### config.mk
export PLATFORM = sky130hd
export DESIGN_NAME = otg_event_enables
export DESIGN_NICKNAME = d
export VERILOG_FILES = /design/src/hdl/otg_event_pkg.sv /design/src/hdl/otg_event_if.sv /design/src/hdl/otg_event_enables.sv /design/src/hdl/otg_enable_reg.sv /design/src/hdl/otg_edge_detect.sv
export SDC_FILE = /design/constraint.sdc
export NUM_CORES = 1
export LEC_CHECK = 0
export ABC_AREA = 1
export BUFFER_PORTS_ARGS = -buffer_cell sky130_fd_sc_hd__buf_4
export CELL_PAD_IN_SITES_DETAIL_PLACEMENT = 1
export CELL_PAD_IN_SITES_GLOBAL_PLACEMENT = 2
export CORE_AREA = 2 2 85 87
export DETAILED_ROUTE_END_ITERATION = 8
export DIE_AREA = 0 0 87 89
export PLACE_DENSITY = 0.84
export SETUP_SLACK_MARGIN = 0.3
export SLEW_MARGIN = 5
export SYNTH_ARGS = -nofsm -noshare
export SYNTH_HDL_FRONTEND = slang
export SYNTH_SLANG_ARGS = --single-unit
### constraint.sdc
create_clock -name i_clk -period 1.3 [get_ports i_clk]
set_input_delay 0.13 -clock i_clk [delete_from_list [all_inputs] [get_ports i_clk]]
set_output_delay 0.13 -clock i_clk [all_outputs]
set_load 0.05 [all_outputs]
### src/hdl/otg_event_pkg.sv
package otg_event_pkg;

   // ----------------------------------------------------------------
   // Register addresses
   // ----------------------------------------------------------------
   localparam logic [5:0] ADDR_RISE_WR  = 6'h0d;
   localparam logic [5:0] ADDR_RISE_SET = 6'h0e;
   localparam logic [5:0] ADDR_RISE_CLR = 6'h0f;
   localparam logic [5:0] ADDR_FALL_WR  = 6'h10;
   localparam logic [5:0] ADDR_FALL_SET = 6'h11;
   localparam logic [5:0] ADDR_FALL_CLR = 6'h12;
   localparam logic [5:0] ADDR_LEVELS   = 6'h13;
   localparam logic [5:0] ADDR_LATCH    = 6'h14;
   localparam logic [5:0] ADDR_SET_STEP = 6'h01;
   localparam logic [5:0] ADDR_CLR_STEP = 6'h02;

   // ----------------------------------------------------------------
   // Field layout and reset values
   // ----------------------------------------------------------------
   localparam int         NUM_SRC       = 5;
   localparam int         BIT_ID_GROUND     = 4;
   localparam int         BIT_SESSION_END   = 3;
   localparam int         BIT_SESSION_VALID = 2;
   localparam int         BIT_BUS_VLD   = 1;
   localparam int         BIT_HOST_DISC = 0;
   localparam logic [4:0] ENABLE_RESET  = 5'h1f;
   localparam logic [4:0] LATCH_RESET   = 5'h00;
   localparam logic [2:0] RSVD_ZERO     = 3'h0;

   // Kind of enable write
   typedef enum logic [2:0] {
      WR_NONE = 3'b000,
      WR_LOAD = 3'b001,
      WR_SET  = 3'b010,
      WR_CLR  = 3'b100
   } wr_kind_e;

endpackage

### src/hdl/otg_event_if.sv
`timescale 1ns/1ps
// Carries one enable register's write request
interface enable_wr_if;
   otg_event_pkg::wr_kind_e kind;
   logic [4:0]              data;
   logic [4:0]              value;

   modport requester (output kind, output data, input value);
   modport holder    (input kind, input data, output value);
endinterface

### src/hdl/otg_event_enables.sv
`timescale 1ns/1ps
module otg_event_enables (
   input  wire logic        i_clk,
   input  wire logic        i_sys_rst,
   input  wire logic        i_ce,
   input  wire logic        i_id_ground_level,
   input  wire logic        i_session_end_level,
   input  wire logic        i_session_valid_level,
   input  wire logic        i_bus_power_valid_level,
   input  wire logic        i_host_disconnect_level,
   input  wire logic        i_low_power,
   input  wire logic        i_reg_wr,
   input  wire logic        i_reg_rd,
   input  wire logic [5:0]  i_reg_addr,
   input  wire logic [7:0]  i_reg_wdata,
   output logic [7:0]       o_reg_rdata,
   output logic             o_reg_rvalid,
   output logic             o_irq,
   output logic             o_rxcmd_req,
   output logic [4:0]       o_rxcmd_levels
);
   enable_wr_if rise_if ();
   enable_wr_if fall_if ();

   logic [4:0] raw;
   logic [4:0] level;
   logic [4:0] rise;
   logic [4:0] fall;
   logic [4:0] hit;
   logic [4:0] latch_ff;
   logic [4:0] nxt_latch;
   logic       latch_rd;
   logic [7:0] rd_mux;
   logic [7:0] rdata_ff;
   logic       rvalid_ff;
   logic       irq_ff;
   logic       rxcmd_ff;
   logic [4:0] rxlvl_ff;

   // ----------------------------------------------------------------
   // Source mapping
   // ----------------------------------------------------------------
   assign raw[otg_event_pkg::BIT_ID_GROUND]     = i_id_ground_level;
   assign raw[otg_event_pkg::BIT_SESSION_END]   = i_session_end_level;
   assign raw[otg_event_pkg::BIT_SESSION_VALID] = i_session_valid_level;
   assign raw[otg_event_pkg::BIT_BUS_VLD]   = i_bus_power_valid_level;
   assign raw[otg_event_pkg::BIT_HOST_DISC] = i_host_disconnect_level;

   otg_edge_detect u_edge (
      .i_clk     (i_clk),
      .i_sys_rst (i_sys_rst),
      .i_ce      (i_ce),
      .i_raw     (raw),
      .o_level   (level),
      .o_rise    (rise),
      .o_fall    (fall)
   );

   // ----------------------------------------------------------------
   // Enable register write decode
   // ----------------------------------------------------------------
   function automatic otg_event_pkg::wr_kind_e wr_kind(input logic       wr,
                                                       input logic [5:0] addr,
                                                       input logic [5:0] base);
      if (!wr)
         return otg_event_pkg::WR_NONE;
      else if (addr == base)
         return otg_event_pkg::WR_LOAD;
      else if (addr == base + otg_event_pkg::ADDR_SET_STEP)
         return otg_event_pkg::WR_SET;
      else if (addr == base + otg_event_pkg::ADDR_CLR_STEP)
         return otg_event_pkg::WR_CLR;
      else
         return otg_event_pkg::WR_NONE;
   endfunction

   assign rise_if.kind = wr_kind(i_reg_wr, i_reg_addr, otg_event_pkg::ADDR_RISE_WR);
   assign rise_if.data = i_reg_wdata[4:0];
   assign fall_if.kind = wr_kind(i_reg_wr, i_reg_addr, otg_event_pkg::ADDR_FALL_WR);
   assign fall_if.data = i_reg_wdata[4:0];

   otg_enable_reg u_rise_en (
      .i_clk     (i_clk),
      .i_sys_rst (i_sys_rst),
      .i_ce      (i_ce),
      .wr        (rise_if.holder)
   );

   otg_enable_reg u_fall_en (
      .i_clk     (i_clk),
      .i_sys_rst (i_sys_rst),
      .i_ce      (i_ce),
      .wr        (fall_if.holder)
   );

   // ----------------------------------------------------------------
   // Event qualification and latch
   // ----------------------------------------------------------------
   assign hit      = (rise & rise_if.value) | (fall & fall_if.value);
   assign latch_rd = i_reg_rd && (i_reg_addr == otg_event_pkg::ADDR_LATCH);
   // A new event wins over the read that clears, so it is never lost
   assign nxt_latch = ((latch_rd || i_low_power) ? otg_event_pkg::LATCH_RESET : latch_ff)
                      | hit;

   // ----------------------------------------------------------------
   // Read mux; reserved bits read zero
   // ----------------------------------------------------------------
   assign rd_mux =
      (i_reg_addr == otg_event_pkg::ADDR_RISE_WR ||
       i_reg_addr == otg_event_pkg::ADDR_RISE_SET ||
       i_reg_addr == otg_event_pkg::ADDR_RISE_CLR) ?
         {otg_event_pkg::RSVD_ZERO, rise_if.value} :
      (i_reg_addr == otg_event_pkg::ADDR_FALL_WR ||
       i_reg_addr == otg_event_pkg::ADDR_FALL_SET ||
       i_reg_addr == otg_event_pkg::ADDR_FALL_CLR) ?
         {otg_event_pkg::RSVD_ZERO, fall_if.value} :
      (i_reg_addr == otg_event_pkg::ADDR_LEVELS) ?
         {otg_event_pkg::RSVD_ZERO, level} :
      (i_reg_addr == otg_event_pkg::ADDR_LATCH) ?
         {otg_event_pkg::RSVD_ZERO, latch_ff} : 8'h00;

   // Latch and read data
   always_ff @(posedge i_clk or posedge i_sys_rst) begin
      if (i_sys_rst) begin
         latch_ff  <= otg_event_pkg::LATCH_RESET;
         rdata_ff  <= 8'h00;
         rvalid_ff <= 1'b0;
      end else if (i_ce) begin
         latch_ff  <= nxt_latch;
         rdata_ff  <= i_reg_rd ? rd_mux : rdata_ff;
         rvalid_ff <= i_reg_rd;
      end
   end

   // Interrupt and receive-command pulse, one cycle for each cycle with any enabled edge
   always_ff @(posedge i_clk or posedge i_sys_rst) begin
      if (i_sys_rst) begin
         irq_ff   <= 1'b0;
         rxcmd_ff <= 1'b0;
         rxlvl_ff <= 5'h00;
      end else if (i_ce) begin
         irq_ff   <= |hit;
         rxcmd_ff <= |hit;
         rxlvl_ff <= level;  // Level snapshot rides with the command
      end
   end

   assign o_reg_rdata    = rdata_ff;
   assign o_reg_rvalid   = rvalid_ff;
   assign o_irq          = irq_ff;
   assign o_rxcmd_req    = rxcmd_ff;
   assign o_rxcmd_levels = rxlvl_ff;

   // ----------------------------------------------------------------
   // Checks
   // ----------------------------------------------------------------
   rise_event_irq_a: assert property (@(posedge i_clk) disable iff (i_sys_rst)
      (i_ce && |(rise & rise_if.value)) |=> (o_irq && o_rxcmd_req))
      else $error("enabled rising change gave no interrupt");
   fall_event_irq_a: assert property (@(posedge i_clk) disable iff (i_sys_rst)
      (i_ce && |(fall & fall_if.value)) |=> (o_irq && o_rxcmd_req))
      else $error("enabled falling change gave no interrupt");
   masked_no_irq_a: assert property (@(posedge i_clk) disable iff (i_sys_rst)
      (i_ce && ((rise & ~rise_if.value) | (fall & ~fall_if.value)) == (rise | fall)
       && |(rise | fall)) |=> !o_irq)
      else $error("masked change gave an interrupt");
   levels_read_a: assert property (@(posedge i_clk) disable iff (i_sys_rst)
      (i_ce && i_reg_rd && i_reg_addr == otg_event_pkg::ADDR_LEVELS)
      |=> (o_reg_rdata == {otg_event_pkg::RSVD_ZERO, $past(level)}))
      else $error("levels read wrong");
   rise_read_a: assert property (@(posedge i_clk) disable iff (i_sys_rst)
      (i_ce && i_reg_rd && i_reg_addr == otg_event_pkg::ADDR_RISE_SET)
      |=> (o_reg_rdata[7:5] == otg_event_pkg::RSVD_ZERO &&
           o_reg_rdata[4:0] == $past(rise_if.value)))
      else $error("rise enable read wrong");
   fall_read_a: assert property (@(posedge i_clk) disable iff (i_sys_rst)
      (i_ce && i_reg_rd && i_reg_addr == otg_event_pkg::ADDR_FALL_CLR)
      |=> (o_reg_rdata[4:0] == $past(fall_if.value)))
      else $error("fall enable read wrong");
   latch_set_a: assert property (@(posedge i_clk) disable iff (i_sys_rst)
      (i_ce && |hit) |=> ((latch_ff & $past(hit)) == $past(hit)))
      else $error("event not latched");
   latch_clear_a: assert property (@(posedge i_clk) disable iff (i_sys_rst)
      (i_ce && i_low_power && hit == 5'h00) |=> (latch_ff == 5'h00))
      else $error("latch not cleared in low power");
   load_write_a: assert property (@(posedge i_clk) disable iff (i_sys_rst)
      (i_ce && i_reg_wr && i_reg_addr == otg_event_pkg::ADDR_RISE_WR)
      |=> (rise_if.value == $past(i_reg_wdata[4:0])))
      else $error("rise enable write not loaded");
   reset_enable_a: assert property (@(posedge i_clk)
      $fell(i_sys_rst) |-> (rise_if.value == otg_event_pkg::ENABLE_RESET &&
                            fall_if.value == otg_event_pkg::ENABLE_RESET))
      else $error("enables not all set after reset");

   // ----------------------------------------------------------------
   // Checks: register bus
   // ----------------------------------------------------------------
   rvalid_pulse_a: assert property (@(posedge i_clk) disable iff (i_sys_rst)
      i_ce
      |=> (o_reg_rvalid == $past(i_reg_rd)))
      else $error("read valid pulse wrong");
   rdata_hold_a: assert property (@(posedge i_clk) disable iff (i_sys_rst)
      (i_ce && !i_reg_rd)
      |=> $stable(o_reg_rdata))
      else $error("read data moved without a read");
   rise_wr_read_a: assert property (@(posedge i_clk) disable iff (i_sys_rst)
      (i_ce && i_reg_rd && i_reg_addr == otg_event_pkg::ADDR_RISE_WR)
      |=> (o_reg_rdata == {otg_event_pkg::RSVD_ZERO, $past(rise_if.value)}))
      else $error("rise enable read wrong");
   rise_clr_read_a: assert property (@(posedge i_clk) disable iff (i_sys_rst)
      (i_ce && i_reg_rd && i_reg_addr == otg_event_pkg::ADDR_RISE_CLR)
      |=> (o_reg_rdata == {otg_event_pkg::RSVD_ZERO, $past(rise_if.value)}))
      else $error("rise enable read wrong");
   fall_wr_read_a: assert property (@(posedge i_clk) disable iff (i_sys_rst)
      (i_ce && i_reg_rd && i_reg_addr == otg_event_pkg::ADDR_FALL_WR)
      |=> (o_reg_rdata == {otg_event_pkg::RSVD_ZERO, $past(fall_if.value)}))
      else $error("fall enable read wrong");
   fall_set_read_a: assert property (@(posedge i_clk) disable iff (i_sys_rst)
      (i_ce && i_reg_rd && i_reg_addr == otg_event_pkg::ADDR_FALL_SET)
      |=> (o_reg_rdata == {otg_event_pkg::RSVD_ZERO, $past(fall_if.value)}))
      else $error("fall enable read wrong");
   unmapped_read_a: assert property (@(posedge i_clk) disable iff (i_sys_rst)
      (i_ce && i_reg_rd && (i_reg_addr < otg_event_pkg::ADDR_RISE_WR ||
       i_reg_addr > otg_event_pkg::ADDR_LATCH)) |=> (o_reg_rdata == 8'h00))
      else $error("unmapped read not zero");
   unmapped_write_a: assert property (@(posedge i_clk) disable iff (i_sys_rst)
      (i_ce && i_reg_wr && (i_reg_addr < otg_event_pkg::ADDR_RISE_WR ||
       i_reg_addr > otg_event_pkg::ADDR_FALL_CLR))
      |=> ($stable(rise_if.value) && $stable(fall_if.value)))
      else $error("unmapped write changed an enable");
   rise_set_wr_a: assert property (@(posedge i_clk) disable iff (i_sys_rst)
      (i_ce && rise_if.kind == otg_event_pkg::WR_SET)
      |=> (rise_if.value == $past(rise_if.value | rise_if.data)))
      else $error("rise enable set wrong");
   rise_clr_wr_a: assert property (@(posedge i_clk) disable iff (i_sys_rst)
      (i_ce && rise_if.kind == otg_event_pkg::WR_CLR)
      |=> (rise_if.value == $past(rise_if.value & ~rise_if.data)))
      else $error("rise enable clear wrong");
   fall_load_wr_a: assert property (@(posedge i_clk) disable iff (i_sys_rst)
      (i_ce && fall_if.kind == otg_event_pkg::WR_LOAD)
      |=> (fall_if.value == $past(fall_if.data)))
      else $error("fall enable write not loaded");
   fall_set_wr_a: assert property (@(posedge i_clk) disable iff (i_sys_rst)
      (i_ce && fall_if.kind == otg_event_pkg::WR_SET)
      |=> (fall_if.value == $past(fall_if.value | fall_if.data)))
      else $error("fall enable set wrong");
   fall_clr_wr_a: assert property (@(posedge i_clk) disable iff (i_sys_rst)
      (i_ce && fall_if.kind == otg_event_pkg::WR_CLR)
      |=> (fall_if.value == $past(fall_if.value & ~fall_if.data)))
      else $error("fall enable clear wrong");
   frozen_state_a: assert property (@(posedge i_clk) disable iff (i_sys_rst)
      !i_ce
      |=> ($stable(rise_if.value) && $stable(fall_if.value) && $stable(latch_ff)))
      else $error("state moved while frozen");

   // ----------------------------------------------------------------
   // Checks: source levels
   // ----------------------------------------------------------------
   // Levels lag the pins by two flops; skip cycles touched by reset or freeze
   id_ground_sync_a: assert property (@(posedge i_clk) disable iff (i_sys_rst)
      ($past(i_ce) && $past(i_ce, 2) && !$past(i_sys_rst, 2))
      |-> (level[otg_event_pkg::BIT_ID_GROUND] == $past(i_id_ground_level, 2)))
      else $error("id ground level wrong");
   session_end_sync_a: assert property (@(posedge i_clk) disable iff (i_sys_rst)
      ($past(i_ce) && $past(i_ce, 2) && !$past(i_sys_rst, 2))
      |-> (level[otg_event_pkg::BIT_SESSION_END] == $past(i_session_end_level, 2)))
      else $error("session end level wrong");
   session_valid_sync_a: assert property (@(posedge i_clk) disable iff (i_sys_rst)
      ($past(i_ce) && $past(i_ce, 2) && !$past(i_sys_rst, 2))
      |-> (level[otg_event_pkg::BIT_SESSION_VALID] == $past(i_session_valid_level, 2)))
      else $error("session valid level wrong");
   bus_power_sync_a: assert property (@(posedge i_clk) disable iff (i_sys_rst)
      ($past(i_ce) && $past(i_ce, 2) && !$past(i_sys_rst, 2))
      |-> (level[otg_event_pkg::BIT_BUS_VLD] == $past(i_bus_power_valid_level, 2)))
      else $error("bus power level wrong");
   host_disc_sync_a: assert property (@(posedge i_clk) disable iff (i_sys_rst)
      ($past(i_ce) && $past(i_ce, 2) && !$past(i_sys_rst, 2))
      |-> (level[otg_event_pkg::BIT_HOST_DISC] == $past(i_host_disconnect_level, 2)))
      else $error("host disconnect level wrong");

   // ----------------------------------------------------------------
   // Checks: events and latch
   // ----------------------------------------------------------------
   quiet_no_irq_a: assert property (@(posedge i_clk) disable iff (i_sys_rst)
      (i_ce && hit == 5'h00)
      |=> (!o_irq && !o_rxcmd_req))
      else $error("interrupt without an enabled change");
   rxcmd_levels_a: assert property (@(posedge i_clk) disable iff (i_sys_rst)
      i_ce
      |=> (o_rxcmd_levels == $past(level)))
      else $error("command levels wrong");
   latch_read_a: assert property (@(posedge i_clk) disable iff (i_sys_rst)
      (i_ce && latch_rd)
      |=> (o_reg_rdata == {otg_event_pkg::RSVD_ZERO, $past(latch_ff)}))
      else $error("latch read wrong");
   latch_rd_clear_a: assert property (@(posedge i_clk) disable iff (i_sys_rst)
      (i_ce && latch_rd)
      |=> (latch_ff == $past(hit)))
      else $error("latch read did not clear");
   latch_update_a: assert property (@(posedge i_clk) disable iff (i_sys_rst)
      (i_ce && !latch_rd && !i_low_power)
      |=> (latch_ff == ($past(latch_ff) | $past(hit))))
      else $error("latch lost or gained a bit");
endmodule

### src/hdl/otg_enable_reg.sv
`timescale 1ns/1ps
module otg_enable_reg (
   input  wire logic        i_clk,
   input  wire logic        i_sys_rst,
   input  wire logic        i_ce,
   enable_wr_if.holder      wr
);
   logic [4:0] value_ff;
   logic [4:0] nxt_value;

   // ----------------------------------------------------------------
   // Write, set and clear decoding
   // ----------------------------------------------------------------
   assign nxt_value = (wr.kind == otg_event_pkg::WR_LOAD) ? wr.data :
                      (wr.kind == otg_event_pkg::WR_SET)  ? (value_ff | wr.data) :
                      (wr.kind == otg_event_pkg::WR_CLR)  ? (value_ff & ~wr.data) :
                      value_ff;
   assign wr.value  = value_ff;

   // All sources enabled out of reset
   always_ff @(posedge i_clk or posedge i_sys_rst) begin
      if (i_sys_rst) begin
         value_ff <= otg_event_pkg::ENABLE_RESET;
      end else if (i_ce) begin
         value_ff <= nxt_value;
      end
   end

   set_then_or_a: assert property (@(posedge i_clk) disable iff (i_sys_rst)
      (i_ce && wr.kind == otg_event_pkg::WR_SET) |=> ((value_ff & $past(wr.data)) == $past(wr.data)))
      else $error("set write did not take ones");
   clr_then_zero_a: assert property (@(posedge i_clk) disable iff (i_sys_rst)
      (i_ce && wr.kind == otg_event_pkg::WR_CLR) |=> ((value_ff & $past(wr.data)) == 5'h00))
      else $error("clear write left ones");
endmodule

### src/hdl/otg_edge_detect.sv
`timescale 1ns/1ps
module otg_edge_detect (
   input  wire logic        i_clk,
   input  wire logic        i_sys_rst,
   input  wire logic        i_ce,
   input  wire logic [4:0]  i_raw,
   output logic [4:0]       o_level,
   output logic [4:0]       o_rise,
   output logic [4:0]       o_fall
);
   logic [4:0] meta_ff;
   logic [4:0] sync_ff;
   logic [4:0] prev_ff;

   // ----------------------------------------------------------------
   // Two-stage sync; analog detectors are asynchronous
   // ----------------------------------------------------------------
   always_ff @(posedge i_clk or posedge i_sys_rst) begin
      if (i_sys_rst) begin
         meta_ff <= 5'h00;
         sync_ff <= 5'h00;
         prev_ff <= 5'h00;
      end else if (i_ce) begin
         meta_ff <= i_raw;
         sync_ff <= meta_ff;
         prev_ff <= sync_ff;
      end
   end

   // Edges from the settled copy only
   assign o_level = sync_ff;
   assign o_rise  = sync_ff & ~prev_ff;
   assign o_fall  = ~sync_ff & prev_ff;
endmodule

==> results of run 1 <==
[worst register-to-register path, stage by stage, from the launching register on]
cell and delay (ns):
sky130_fd_sc_hd__dfstp_2 0.54, sky130_fd_sc_hd__inv_2 0.05, sky130_fd_sc_hd__o21ai_2 0.14, sky130_fd_sc_hd__nand2_1 0.10, sky130_fd_sc_hd__nand3_2 0.06, sky130_fd_sc_hd__nand2_1 0.05, sky130_fd_sc_hd__nand2_1 0.06
[worst max path at each step]
| stage | start | to | slack [ns] | depth (start not counted) |
|---|---|---|---|---|
| global route | flip-flop | o_rxcmd_req | 0.19 | 6 |
| detailed placement | i_reg_addr[3] | flip-flop | 0.13 | 9 |
| floorplan | u_edge.prev_ff[1] | o_rxcmd_req | 0.26 | 7 |
| CTS | flip-flop | o_rxcmd_req | 0.23 | 6 |
| global placement | i_reg_addr[3] | flip-flop | 0.15 | 7 |
| finish | flip-flop | o_rxcmd_req | 0.23 | 6 |
[synth_stat cells, types with 6 or more instances]
library cell              count  share of area (%)
sky130_fd_sc_hd__a21oi_1      6                1.5
sky130_fd_sc_hd__buf_4        7                2.6
sky130_fd_sc_hd__dfrtp_1     27                 33
sky130_fd_sc_hd__dfstp_2     10                 13
sky130_fd_sc_hd__inv_1       26                4.8
sky130_fd_sc_hd__nand2_1     99                 18
sky130_fd_sc_hd__nand3_1     18                4.4
sky130_fd_sc_hd__nand4_1     10                3.1
sky130_fd_sc_hd__nor2_1      12                2.2
sky130_fd_sc_hd__o21ai_0     12                2.9
[layout make-up]
type / count / area [um2] / area share (%)
multi-input cells: 189 / 981 / 37.1
clock buffers: 7 / 76.3 / 2.89
well taps: 80 / 100 / 3.79
repair buffers: 49 / 432 / 16.3
flip-flops and latches: 37 / 945 / 35.7
clock inverters: 1 / 5.00 / 0.189
inverters: 28 / 105 / 3.98
[routing by layer]
metal  wire, um  vias to the layer above  GRT usage [%]
met2       2680                       29           26.5
met1       2510                      865           19.7
met5          0                        -              0
met4         69                        0           4.69
li1           -                      928              -
met3        169                        6           2.77
[stage by stage]
stage                     hold WS [ns]  area (um2)
after floorplan                  0.224        2060
after global placement           0.207        2420
after detailed placement         0.214        2420
after CTS                       0.0547        2560
after global routing            0.0520        2640
final                           0.0607        2640
[logic make-up (layout without fill, tap and decap cells)]
kind of cell,count (synthesis),count (layout),share of synthesized area [%]
buffers and inverters,39,85,8.58
AOI/OAI and AO/OA,29,29,7.84
muxes,5,5,2.76
and+or+nand+nor,152,152,34.7
other,1,3,0.184
DFF,37,37,46.0
[report_power, final]
part	switching, mW	total, mW	internal, mW
Sequential	0.126	1.44	1.32
Clock	0.405	0.781	0.376
Combinational	0.461	0.748	0.288
[timing repair]
action                                  4_1_cts  5_1_grt
endpoints found under the hold margin        27        0
buffers inserted                              0        5
gates resized for setup                      15       11
endpoints found under the setup margin       12       19
pin swaps                                     0       13
hold buffers                                  1        0
==> reports/qor.tcl, run 1 <==
set qor(tritoncts) {yes}
set qor(route.vias.total) 1828
set qor(clock_period_minus_worst_slack_ns) 1.07
set qor(std_cell_rows) 30
set qor(unrepaired_setup_endpoints_after_global_routing) {true}
set qor(antenna_cells) 0
set qor(initial_core_util_pct) 30.4
set qor(summed_instance_area_of_the_synthesized_netlist_um2) 2040
set qor(powerDensity_nw_per_um2) 1120
set qor(place_congestion) 0.784
set qor(cts-htree-levels) 2
set qor(detail_route.drc_violations) 0
set qor(rrSetupSlack_ns) 0.23
set qor(finalSetupTns_ns) 0
set qor(dp.cells) 377
set qor(layout.nets) 335
set qor(peakVddDrop_mv) 0.457
set qor(worst_path_max_delay_cell) {sky130_fd_sc_hd__dfstp_2}
set qor(quantity_of_i_o_buffers_inserted_on_ports) 34
set qor(postLayoutSetupSlackWorst_ns) 0.230
set qor(r2r-end) {o_rxcmd_req}
set qor(timing.critical_path.mode_cell) {sky130_fd_sc_hd__nand2_1}
set qor(detail_route.wl_per_cell_um) 13.9
set qor(clock_buffers_created_by_tritoncts) 5
set qor(ratio_of_cells_with_drive_above_1_in_the_final_layout_pct) 32.5
set qor(post_synth_edffs) 0
set qor(instances_no_fill) 391
set qor(crit_path_end_kind) {flip-flop}
set qor(reg2regPathDepth) 6
set qor(root_buffer) {sky130_fd_sc_hd__clkbuf_8}
set qor(die_width_um) 87
set qor(clkSinkCount) 37
set qor(final_cell_mix) {sky130_fd_sc_hd__nand2_1 (99), sky130_fd_sc_hd__buf_4 (34), sky130_fd_sc_hd__inv_1 (24)}
set qor(instance_count_along_the_most_critical_hold_path) 3
set qor(routed_via_density) 4.68
set qor(fp.dieH_um) 89
set qor(critical_path.n_buffers_inverters) 1
set qor(slowest_stage_delay_on_critical_path_ns) 0.54
set qor(yosysUniqueCellTypes) 25
set qor(crit_arrival_ns) 1.30
set qor(cpLargestDelayFamily) {flip-flops}
set qor(clock-skew-final_ns) 0.0123
set qor(fmax_mhz) 935
set qor(setup.worst_path.class) {flip-flop to flip-flop}
set qor(finalMaxSlewViolations) 0
set qor(holdCritStartpoint) {i_reg_wdata[4]}
set qor(grt_pass1_wl_um) 9180
set qor(leading_cell_type_in_the_layout_fill_and_taps_excluded) {sky130_fd_sc_hd__nand2_1}
set qor(run_status) {complete, no violations}
set qor(overflow) 0
set qor(pre_cts_slack_ns) 0.135
set qor(synth_seq_cells) 37
set qor(setup_violations) 0
set qor(design.core.area_um2) 6720
set qor(finalCritPeriodShare_pct) 82.3
set qor(netlist_instances) 263
set qor(class_of_the_tightest_hold_or_removal_check) {input port to flip-flop}
set qor(cellLeakagePower_nw) 1.37
set qor(timing_hold_violations_final) 0
set qor(cts.path.max_buffers) 2
set qor(grt_max_degree) 38
set qor(finished_core_util_pct) 39.3
set qor(cts.clk_slew.worst_paths_ns) 0.07
set qor(first_global_vias) 1929
set qor(finalWirelength_um) 5430
set qor(grt_usage_pct) 15.4
set qor(timing.max_cap.violations) 0
set qor(crit_required_ns) 1.53
set qor(async_s_r_ff_share_synth_pct) 100
set qor(detailed_place_hpwl_um) 4120
set qor(post_synth.cell_area_avg_um2) 7.76
set qor(path_max_fanout) 2
set qor(antenna_found_initial) 0
set qor(worstPathCellList) {inv_2, o21ai_2, nand2_1, nand3_2, nand2_1, nand2_1}
set qor(yosys_warnings) 0
set qor(synth_ff_type) {sky130_fd_sc_hd__dfrtp_1}
set qor(die_area_um2) 7740
set qor(synth_seq_area_share_pct) 46.0
set qor(pin_count) 41
set qor(drtIter0Drc) 57
set qor(layout-area-overhead-vs-synth_pct) 29.5
set qor(final_antenna_net_count) 0
set qor(clock_insertion_delay_worst_skew_ns) 0.29
set qor(post-layout-total-power_mw) 2.97
set qor(timing.critical_path.from_type) {flip-flop}
set qor(drt_pass1_iterations) 4
set qor(n_fill_cell) 819
Power figures use the tool's default switching activity.
==> inputs of run 2 (changes only) <==
Clock period 1.3 ns to 1.1 ns, I/O delays scaled along.
==> run 2 against run 1 <==
  * Global-route usage is 0.17 points lower
  * Final cell count increased by 3.1%
  * Flip-flop and latch count unchanged
  * Register-to-register slack worse by 0.18 ns
  * Count of clock-buffer cells in the layout decreased by 1
  * Via count is 4.2% higher
  * Sequential share of layout area fell by 2.8 points
  * Wire length rose by 3.7%
  * Die area stayed put
  * Largest power group unchanged
==> reports/qor.tcl, run 2 (same netlist as run 1, synthesis figures left out) <==
set qor(std_cell_rows) 30 ;# unchanged
set qor(overflow) 0 ;# unchanged
set qor(die_width_um) 87 ;# unchanged
set qor(clock-skew-final_ns) 0.00598 ;# -0.00636 ns
set qor(unrepaired_setup_endpoints_after_global_routing) {true}
set qor(cts.path.max_buffers) 2 ;# unchanged
set qor(setup.worst_path.class) {flip-flop to flip-flop}
set qor(clock_buffers_created_by_tritoncts) 5 ;# unchanged
set qor(grt_pass1_wl_um) 8980 ;# -2.3%
set qor(timing.critical_path.from_type) {flip-flop}
set qor(antenna_cells) 0 ;# unchanged
set qor(finalWirelength_um) 5630 ;# +3.7%
set qor(fp.dieH_um) 89 ;# unchanged
set qor(detail_route.drc_violations) 0 ;# unchanged
set qor(crit_path_end_kind) {flip-flop}
set qor(post-layout-total-power_mw) 3.91 ;# +31%
set qor(reg2regPathDepth) 6 ;# unchanged
set qor(path_max_fanout) 2 ;# unchanged
set qor(leading_cell_type_in_the_layout_fill_and_taps_excluded) {sky130_fd_sc_hd__nand2_1}
set qor(class_of_the_tightest_hold_or_removal_check) {input port to flip-flop}
set qor(detail_route.wl_per_cell_um) 14.0 ;# +0.61%
set qor(tritoncts) {yes}
set qor(postLayoutSetupSlackWorst_ns) 0.0468 ;# -0.183 ns
set qor(crit_required_ns) 1.34 ;# -0.19 ns
set qor(first_global_vias) 1860 ;# -3.6%
set qor(clock_period_minus_worst_slack_ns) 1.05 ;# -0.0168 ns
set qor(hold_ws_ns) 0.0378 ;# -0.0229 ns
set qor(root_buffer) {sky130_fd_sc_hd__clkbuf_8}
set qor(detailed_place_hpwl_um) 4040 ;# -2.1%
set qor(cts-htree-levels) 2 ;# unchanged
set qor(place_congestion) 0.775 ;# -1.1%
set qor(pre_cts_slack_ns) -0.0939 ;# -0.229 ns
set qor(grt_usage_pct) 15.2 ;# -0.17 points
set qor(cellLeakagePower_nw) 1.45 ;# +5.9%
set qor(n_fill_cell) 814 ;# -0.61%
set qor(antenna_found_initial) 0 ;# unchanged
set qor(instance_count_along_the_most_critical_hold_path) 3 ;# unchanged
set qor(finalCritPeriodShare_pct) 95.7 ;# +13 points
set qor(design.core.area_um2) 6720 ;# unchanged
set qor(cts.clk_slew.worst_paths_ns) 0.08 ;# about the same
set qor(peakVddDrop_mv) 0.524 ;# +15%
set qor(routed_via_density) 4.73 ;# +1.1%
set qor(powerDensity_nw_per_um2) 1350 ;# +20%
set qor(initial_core_util_pct) 30.4 ;# unchanged
set qor(clock_insertion_delay_worst_skew_ns) 0.29 ;# about the same
set qor(setup_violations) 0 ;# unchanged
set qor(final_antenna_net_count) 0 ;# unchanged
set qor(finalMaxSlewViolations) 0 ;# unchanged
set qor(ratio_of_cells_with_drive_above_1_in_the_final_layout_pct) 44.6 ;# +12 points
set qor(timing_hold_violations_final) 0 ;# unchanged
set qor(grt_max_degree) 38 ;# unchanged
set qor(timing.max_cap.violations) 0 ;# unchanged
set qor(layout-area-overhead-vs-synth_pct) 41.9
set qor(final_cell_mix) {sky130_fd_sc_hd__nand2_1 (87), sky130_fd_sc_hd__buf_4 (38), sky130_fd_sc_hd__inv_1 (18), sky130_fd_sc_hd__buf_6 (18), sky130_fd_sc_hd__dfrtp_1 (15)}
set qor(clkSinkCount) 37 ;# unchanged
set qor(fmax_mhz) 950 ;# +1.6%
set qor(run_status) {complete, no violations}
set qor(pin_count) 41 ;# unchanged
set qor(layout.nets) 347 ;# +3.6%
set qor(quantity_of_i_o_buffers_inserted_on_ports) 34 ;# unchanged
set qor(drtIter0Drc) 81 ;# +42%
set qor(drt_pass1_iterations) 4 ;# unchanged
set qor(crit_arrival_ns) 1.29 ;# about the same
set qor(die_area_um2) 7740 ;# unchanged
set qor(holdCritStartpoint) {i_reg_wdata[4]}
set qor(route.vias.total) 1905 ;# +4.2%
[run 2: power breakdown]
| part | switching [mW] | internal, mW | leakage [nW] | total, mW |
|---|---|---|---|---|
| Sequential | 0.160 | 1.56 | 0.425 | 1.72 |
| Clock | 0.511 | 0.673 | 0.0552 | 1.18 |
| Combinational | 0.584 | 0.419 | 0.975 | 1.00 |
[run 2: through the flow]
step | instances | cell area (um2) | setup TNS (ns) | util, %
CTS | 393 | 2730 | 0 | 40.7
global route | 403 | 2900 | -0.00393 | 43.1
finish | 403 | 2900 | 0 | 43.1
global placement | 379 | 2510 | -0.0172 | 37.3
floorplan | 265 | 2130 | 0 | -
detailed placement | 379 | 2510 | -0.243 | 37.3
[run 2: final timing paths]
kind | endpoint | slack, ns
worst max-delay path | o_rxcmd_req | 0.05
worst min-delay path | flip-flop | 0.04
worst max register to register | o_rxcmd_req | 0.05
worst min register to register | flip-flop | 0.47
max in group asynchronous | async pin | 0.41
min in group asynchronous | u_edge.prev_ff[0] | 0.42
[run 2: critical path: stages (launching register included)]
cell	delay [ns]
sky130_fd_sc_hd__dfstp_2	0.55
sky130_fd_sc_hd__inv_2	0.06
sky130_fd_sc_hd__o21ai_2	0.13
sky130_fd_sc_hd__nand2_1	0.08
sky130_fd_sc_hd__nand3_2	0.08
sky130_fd_sc_hd__nand2_1	0.05
sky130_fd_sc_hd__nand2_1	0.06
[run 2: cell type report]
| class | instances | area [um2] | share of cell area, % |
|---|---|---|---|
| multi-input combinational | 189 | 1050 | 36.3 |
| sequential | 37 | 953 | 32.9 |
| timing repair buffer | 61 | 568 | 19.6 |
| inverter | 28 | 116 | 4.02 |
| tap | 80 | 100 | 3.45 |
| clock buffer | 6 | 72.6 | 2.50 |
| clock inverter | 2 | 35.0 | 1.21 |
[run 2: routing by layer]
metal | wire (um) | global-route usage, % | part of all wire [%] | vias up
met5 | 0 | 0 | 0 | -
met4 | 78 | 5.11 | 1.4 | 0
met3 | 145 | 2.59 | 2.6 | 6
met2 | 2820 | 26.1 | 50 | 30
met1 | 2590 | 19.4 | 46 | 914
li1 | - | - | - | 955
[run 2: repair_timing]
action,in CTS,in global routing
pin swaps,18,21
cloned,0,0
hold endpoints to repair,27,0
endpoints found under the setup margin,24,34
gates resized for setup,18,28
setup buffers,5,10
hold buffers,1,0
==> inputs of run 3 (changes only) <==
Settings changed: CORE_AREA 2 2 85 87 to 2 2 104 106, DIE_AREA 0 0 87 89 to 0 0 106 108, PLACE_DENSITY 0.84 to 0.72, SYNTH_HIERARCHICAL from default to 1.
==> run 3 against run 2 <==
  * Register-to-register slack worse by 0.06 ns
  * The run now ends with negative setup slack left
  * Global-route usage fell by 1.2 points
  * Largest cell class unchanged
  * Highest routed layer unchanged
  * Synthesized cell count grew 30%
  * Worst setup slack got worse by 0.056 ns
==> reports/qor.tcl, run 3 <==
set qor(finalMaxSlewViolations) 0 ;# unchanged
set qor(crit_path_end_kind) {flip-flop}
set qor(fmax_mhz) 902 ;# -5.1%
set qor(die_width_um) 106 ;# +22%
set qor(switchingPower_mw) 1.21 ;# -3.2%
set qor(summed_instance_area_of_the_synthesized_netlist_um2) 2530 ;# +24%
set qor(dp.cells) 535 ;# +41%
set qor(synth_seq_cells) 42 ;# +14%
set qor(yosys_warnings) 6 ;# +6
set qor(placement.cell_area_um2) 3250 ;# +30%
set qor(post-route-cell-area_um2) 3860 ;# +33%
set qor(synth.top_cell.area_share_pct) 31.7 ;# -1.4 points
set qor(drtIter0Drc) 79 ;# -2.5%
set qor(cts.clk_slew.worst_paths_ns) 0.08 ;# about the same
set qor(post_synth_edffs) 0 ;# unchanged
set qor(critical_path.reg2reg.startpoint) {u_edge/o_level[0]}
set qor(clock_period_minus_worst_slack_ns) 1.11 ;# +0.0560 ns
set qor(finalWirelength_um) 7470 ;# +33%
set qor(clock_buffers_created_by_tritoncts) 5 ;# unchanged
set qor(grt_usage_pct) 14.0 ;# -1.2 points
set qor(part_of_the_power_in_the_clock_network_pct) 25.8 ;# -4.5 points
set qor(detailed_place_hpwl_um) 5450 ;# +35%
set qor(routed_via_density) 4.30 ;# -9.1%
set qor(class_of_the_tightest_hold_or_removal_check) {input port to flip-flop}
set qor(clock_insertion_delay_worst_skew_ns) 0.30 ;# about the same
set qor(quantity_of_i_o_buffers_inserted_on_ports) 34 ;# unchanged
set qor(overflow) 0 ;# unchanged
set qor(leading_cell_type_in_the_layout_fill_and_taps_excluded) {sky130_fd_sc_hd__nand2_1}
set qor(std_cell_rows) 37 ;# +23%
set qor(final_antenna_net_count) 0 ;# unchanged
set qor(tritoncts) {yes}
set qor(design.core.area_um2) 10200 ;# +52%
set qor(antenna_found_initial) 0 ;# unchanged
set qor(detail_route.drc_violations) 0 ;# unchanged
set qor(power_frac_seq_pct) 46.2 ;# +2.2 points
set qor(final_cell_mix) {sky130_fd_sc_hd__nand2_1 (98), sky130_fd_sc_hd__buf_4 (57), sky130_fd_sc_hd__nand2_2 (38)}
set qor(clock-skew-final_ns) 0.00555 ;# -0.000423 ns
set qor(combinationalPowerShare_pct) 28.0 ;# +2.3 points
set qor(fp.dieH_um) 108 ;# +21%
set qor(instances_no_fill) 567 ;# +41%
set qor(setup.worst_path.class) {flip-flop to flip-flop}
set qor(pin_count) 41 ;# unchanged
set qor(postLayoutSetupSlackWorst_ns) -0.00921 ;# -0.0560 ns
set qor(root_buffer) {sky130_fd_sc_hd__clkbuf_8}
set qor(switching_power_as_a_share_of_total_power_pct) 31.9 ;# -0.20 points
set qor(powerDensity_nw_per_um2) 985 ;# -27%
set qor(timing.max_cap.violations) 0 ;# unchanged
set qor(first_global_vias) 2630 ;# +41%
set qor(ratio_of_cells_with_drive_above_1_in_the_final_layout_pct) 51.0 ;# +6.5 points
set qor(path_max_fanout) 4 ;# +2
set qor(clkSinkCount) 42 ;# +14%
set qor(synth_seq_area_share_pct) 42.1 ;# -3.9 points
set qor(grt_max_degree) 23 ;# -39%
set qor(layout.nets) 455 ;# +31%
set qor(setup_violations) 4 ;# +4
set qor(finalCritPeriodShare_pct) 101 ;# +5.1 points
set qor(initial_core_util_pct) 24.7 ;# -5.7 points
set qor(drt_pass1_iterations) 4 ;# unchanged
set qor(post_synth_most_frequent_cells) {sky130_fd_sc_hd__nand2_1 (118), sky130_fd_sc_hd__inv_1 (44), sky130_fd_sc_hd__dfrtp_1 (32), sky130_fd_sc_hd__nor2_1 (32), sky130_fd_sc_hd__nand3_1 (27)}
set qor(place_congestion) 0.788 ;# +1.6%
set qor(unrepaired_setup_endpoints_after_global_routing) {true}
set qor(hold_ws_ns) 0.0115 ;# -0.0263 ns
set qor(timing_hold_violations_final) 0 ;# unchanged
set qor(grt_pass1_wl_um) 12800 ;# +43%
set qor(detail_route.wl_per_cell_um) 13.2 ;# -5.7%
set qor(holdCritStartpoint) {i_session_valid_level}
set qor(crit_arrival_ns) 1.31 ;# +0.02 ns
set qor(crit_required_ns) 1.30 ;# -0.04 ns
set qor(synth_ff_type) {sky130_fd_sc_hd__dfrtp_1}
set qor(yosysUniqueCellTypes) 26 ;# +4.0%
set qor(crit_start) {u_edge/o_level[0]}
set qor(async_s_r_ff_share_synth_pct) 100 ;# unchanged
set qor(post-synth-top-count-cell) {sky130_fd_sc_hd__nand2_1}
set qor(cts.path.max_buffers) 2 ;# unchanged
set qor(netlist_instances) 341 ;# +30%
set qor(synth_top_cell_by_area) {sky130_fd_sc_hd__dfrtp_1}
set qor(cellLeakagePower_nw) 1.92 ;# +32%
set qor(cell_internal_pwr_mw) 2.59 ;# -2.3%
set qor(die_area_um2) 11400 ;# +48%
set qor(route.vias.total) 2436 ;# +28%
set qor(n_fill_cell) 1226 ;# +51%
set qor(post_synth.cell_area_avg_um2) 7.41 ;# -4.6%
set qor(timing.critical_path.from_type) {flip-flop}
set qor(peakVddDrop_mv) 0.443 ;# -15%
set qor(synth.area.top_cells) {sky130_fd_sc_hd__dfrtp_1 (32%), sky130_fd_sc_hd__nand2_1 (18%), sky130_fd_sc_hd__dfstp_2 (10%), sky130_fd_sc_hd__inv_1 (6.5%), sky130_fd_sc_hd__nand2_2 (5.9%)}
set qor(cts-htree-levels) 2 ;# unchanged
set qor(antenna_cells) 0 ;# unchanged
set qor(layout-area-overhead-vs-synth_pct) 52.8
set qor(run_status) {finished with violations}
set qor(violated_checks) {negative setup slack}
-- run 3: worst paths after layout --
kind / end / slack [ns] / depth (start not counted)
max in group asynchronous: o_reg_rdata[0] / 0.45 / 4
min in group asynchronous: u_edge/meta_ff[1] / 0.40 / 4
hold / removal: u_edge/meta_ff[2] / 0.01 / 3
setup reg to reg: o_irq / -0.009 / 7
hold reg to reg: u_edge/meta_ff[4] / 0.48 / 2
setup / recovery: o_irq / -0.009 / 7
-- run 3: timing repair --
item                                   in CTS  in global routing
buffers inserted                           16                  5
gates resized for setup                    67                 31
pin swaps                                  26                 33
setup endpoints to repair                  48                 48
cloned                                      2                  0
endpoints found under the hold margin      42                  0
hold buffers                                1                  0
-- run 3: layout make-up --
cell class	instances	area (um2)	area share, %
Multi-Input combinational cell	245	1460	37.9
Sequential cell	42	1080	28.0
Timing Repair Buffer	89	853	22.1
Inverter	47	213	5.51
Tap cell	136	170	4.41
Clock buffer	8	80.1	2.07
-- run 3: power groups by stage --
stage | combinational (mW) | sequential, mW | clock [mW]
after floorplan | 0.384 | 1.89 | 0
after global placement | 0.821 | 1.76 | 0
after detailed placement | 0.835 | 1.77 | 0
after CTS | 1.00 | 1.75 | 1.03
after global routing | 1.15 | 1.77 | 1.09
final | 1.06 | 1.76 | 0.982
-- run 3: metrics by stage --
| step | setup slack (ns) | setup TNS [ns] | power, mW | util [%] |
|---|---|---|---|---|
| final | -0.00921 | -0.0186 | 3.80 | 37.7 |
| after global routing | -0.145 | -0.785 | 4.02 | 37.7 |
| after CTS | -0.0205 | -0.0229 | 3.78 | 36.5 |
| after detailed placement | -0.331 | -4.23 | 2.60 | 31.8 |
| after global placement | -0.303 | -3.62 | 2.58 | 31.8 |
| after floorplan | -0.135 | -0.770 | 2.27 | - |
-- run 3: logic make-up after synthesis --
kind of cell    count (synthesis)  share of synthesized area (%)
buf+inv                        58                           11.1
other cells                     1                          0.148
simple gates                  227                           43.2
flops                          42                           42.1
compound gates                 13                           3.47
-- run 3: per-layer routing --
layer,global-route usage [%],up-vias,routed length [um],part of all wire (%)
met4,3.95,0,108,1.4
met5,0,-,0,0
met2,24.7,27,3800,51
met1,18.0,1177,3450,46
li1,-,1224,-,-
met3,1.69,8,118,1.6
-- run 3: critical path: stages, from the launching register on --
cell and delay (ns):
sky130_fd_sc_hd__dfrtp_1 0.42, sky130_fd_sc_hd__inv_1 0.07, sky130_fd_sc_hd__nor2_1 0.04, sky130_fd_sc_hd__a22o_1 0.22, sky130_fd_sc_hd__nor2_1 0.10, sky130_fd_sc_hd__nand3_1 0.08, sky130_fd_sc_hd__nand2_1 0.06, sky130_fd_sc_hd__inv_1 0.03
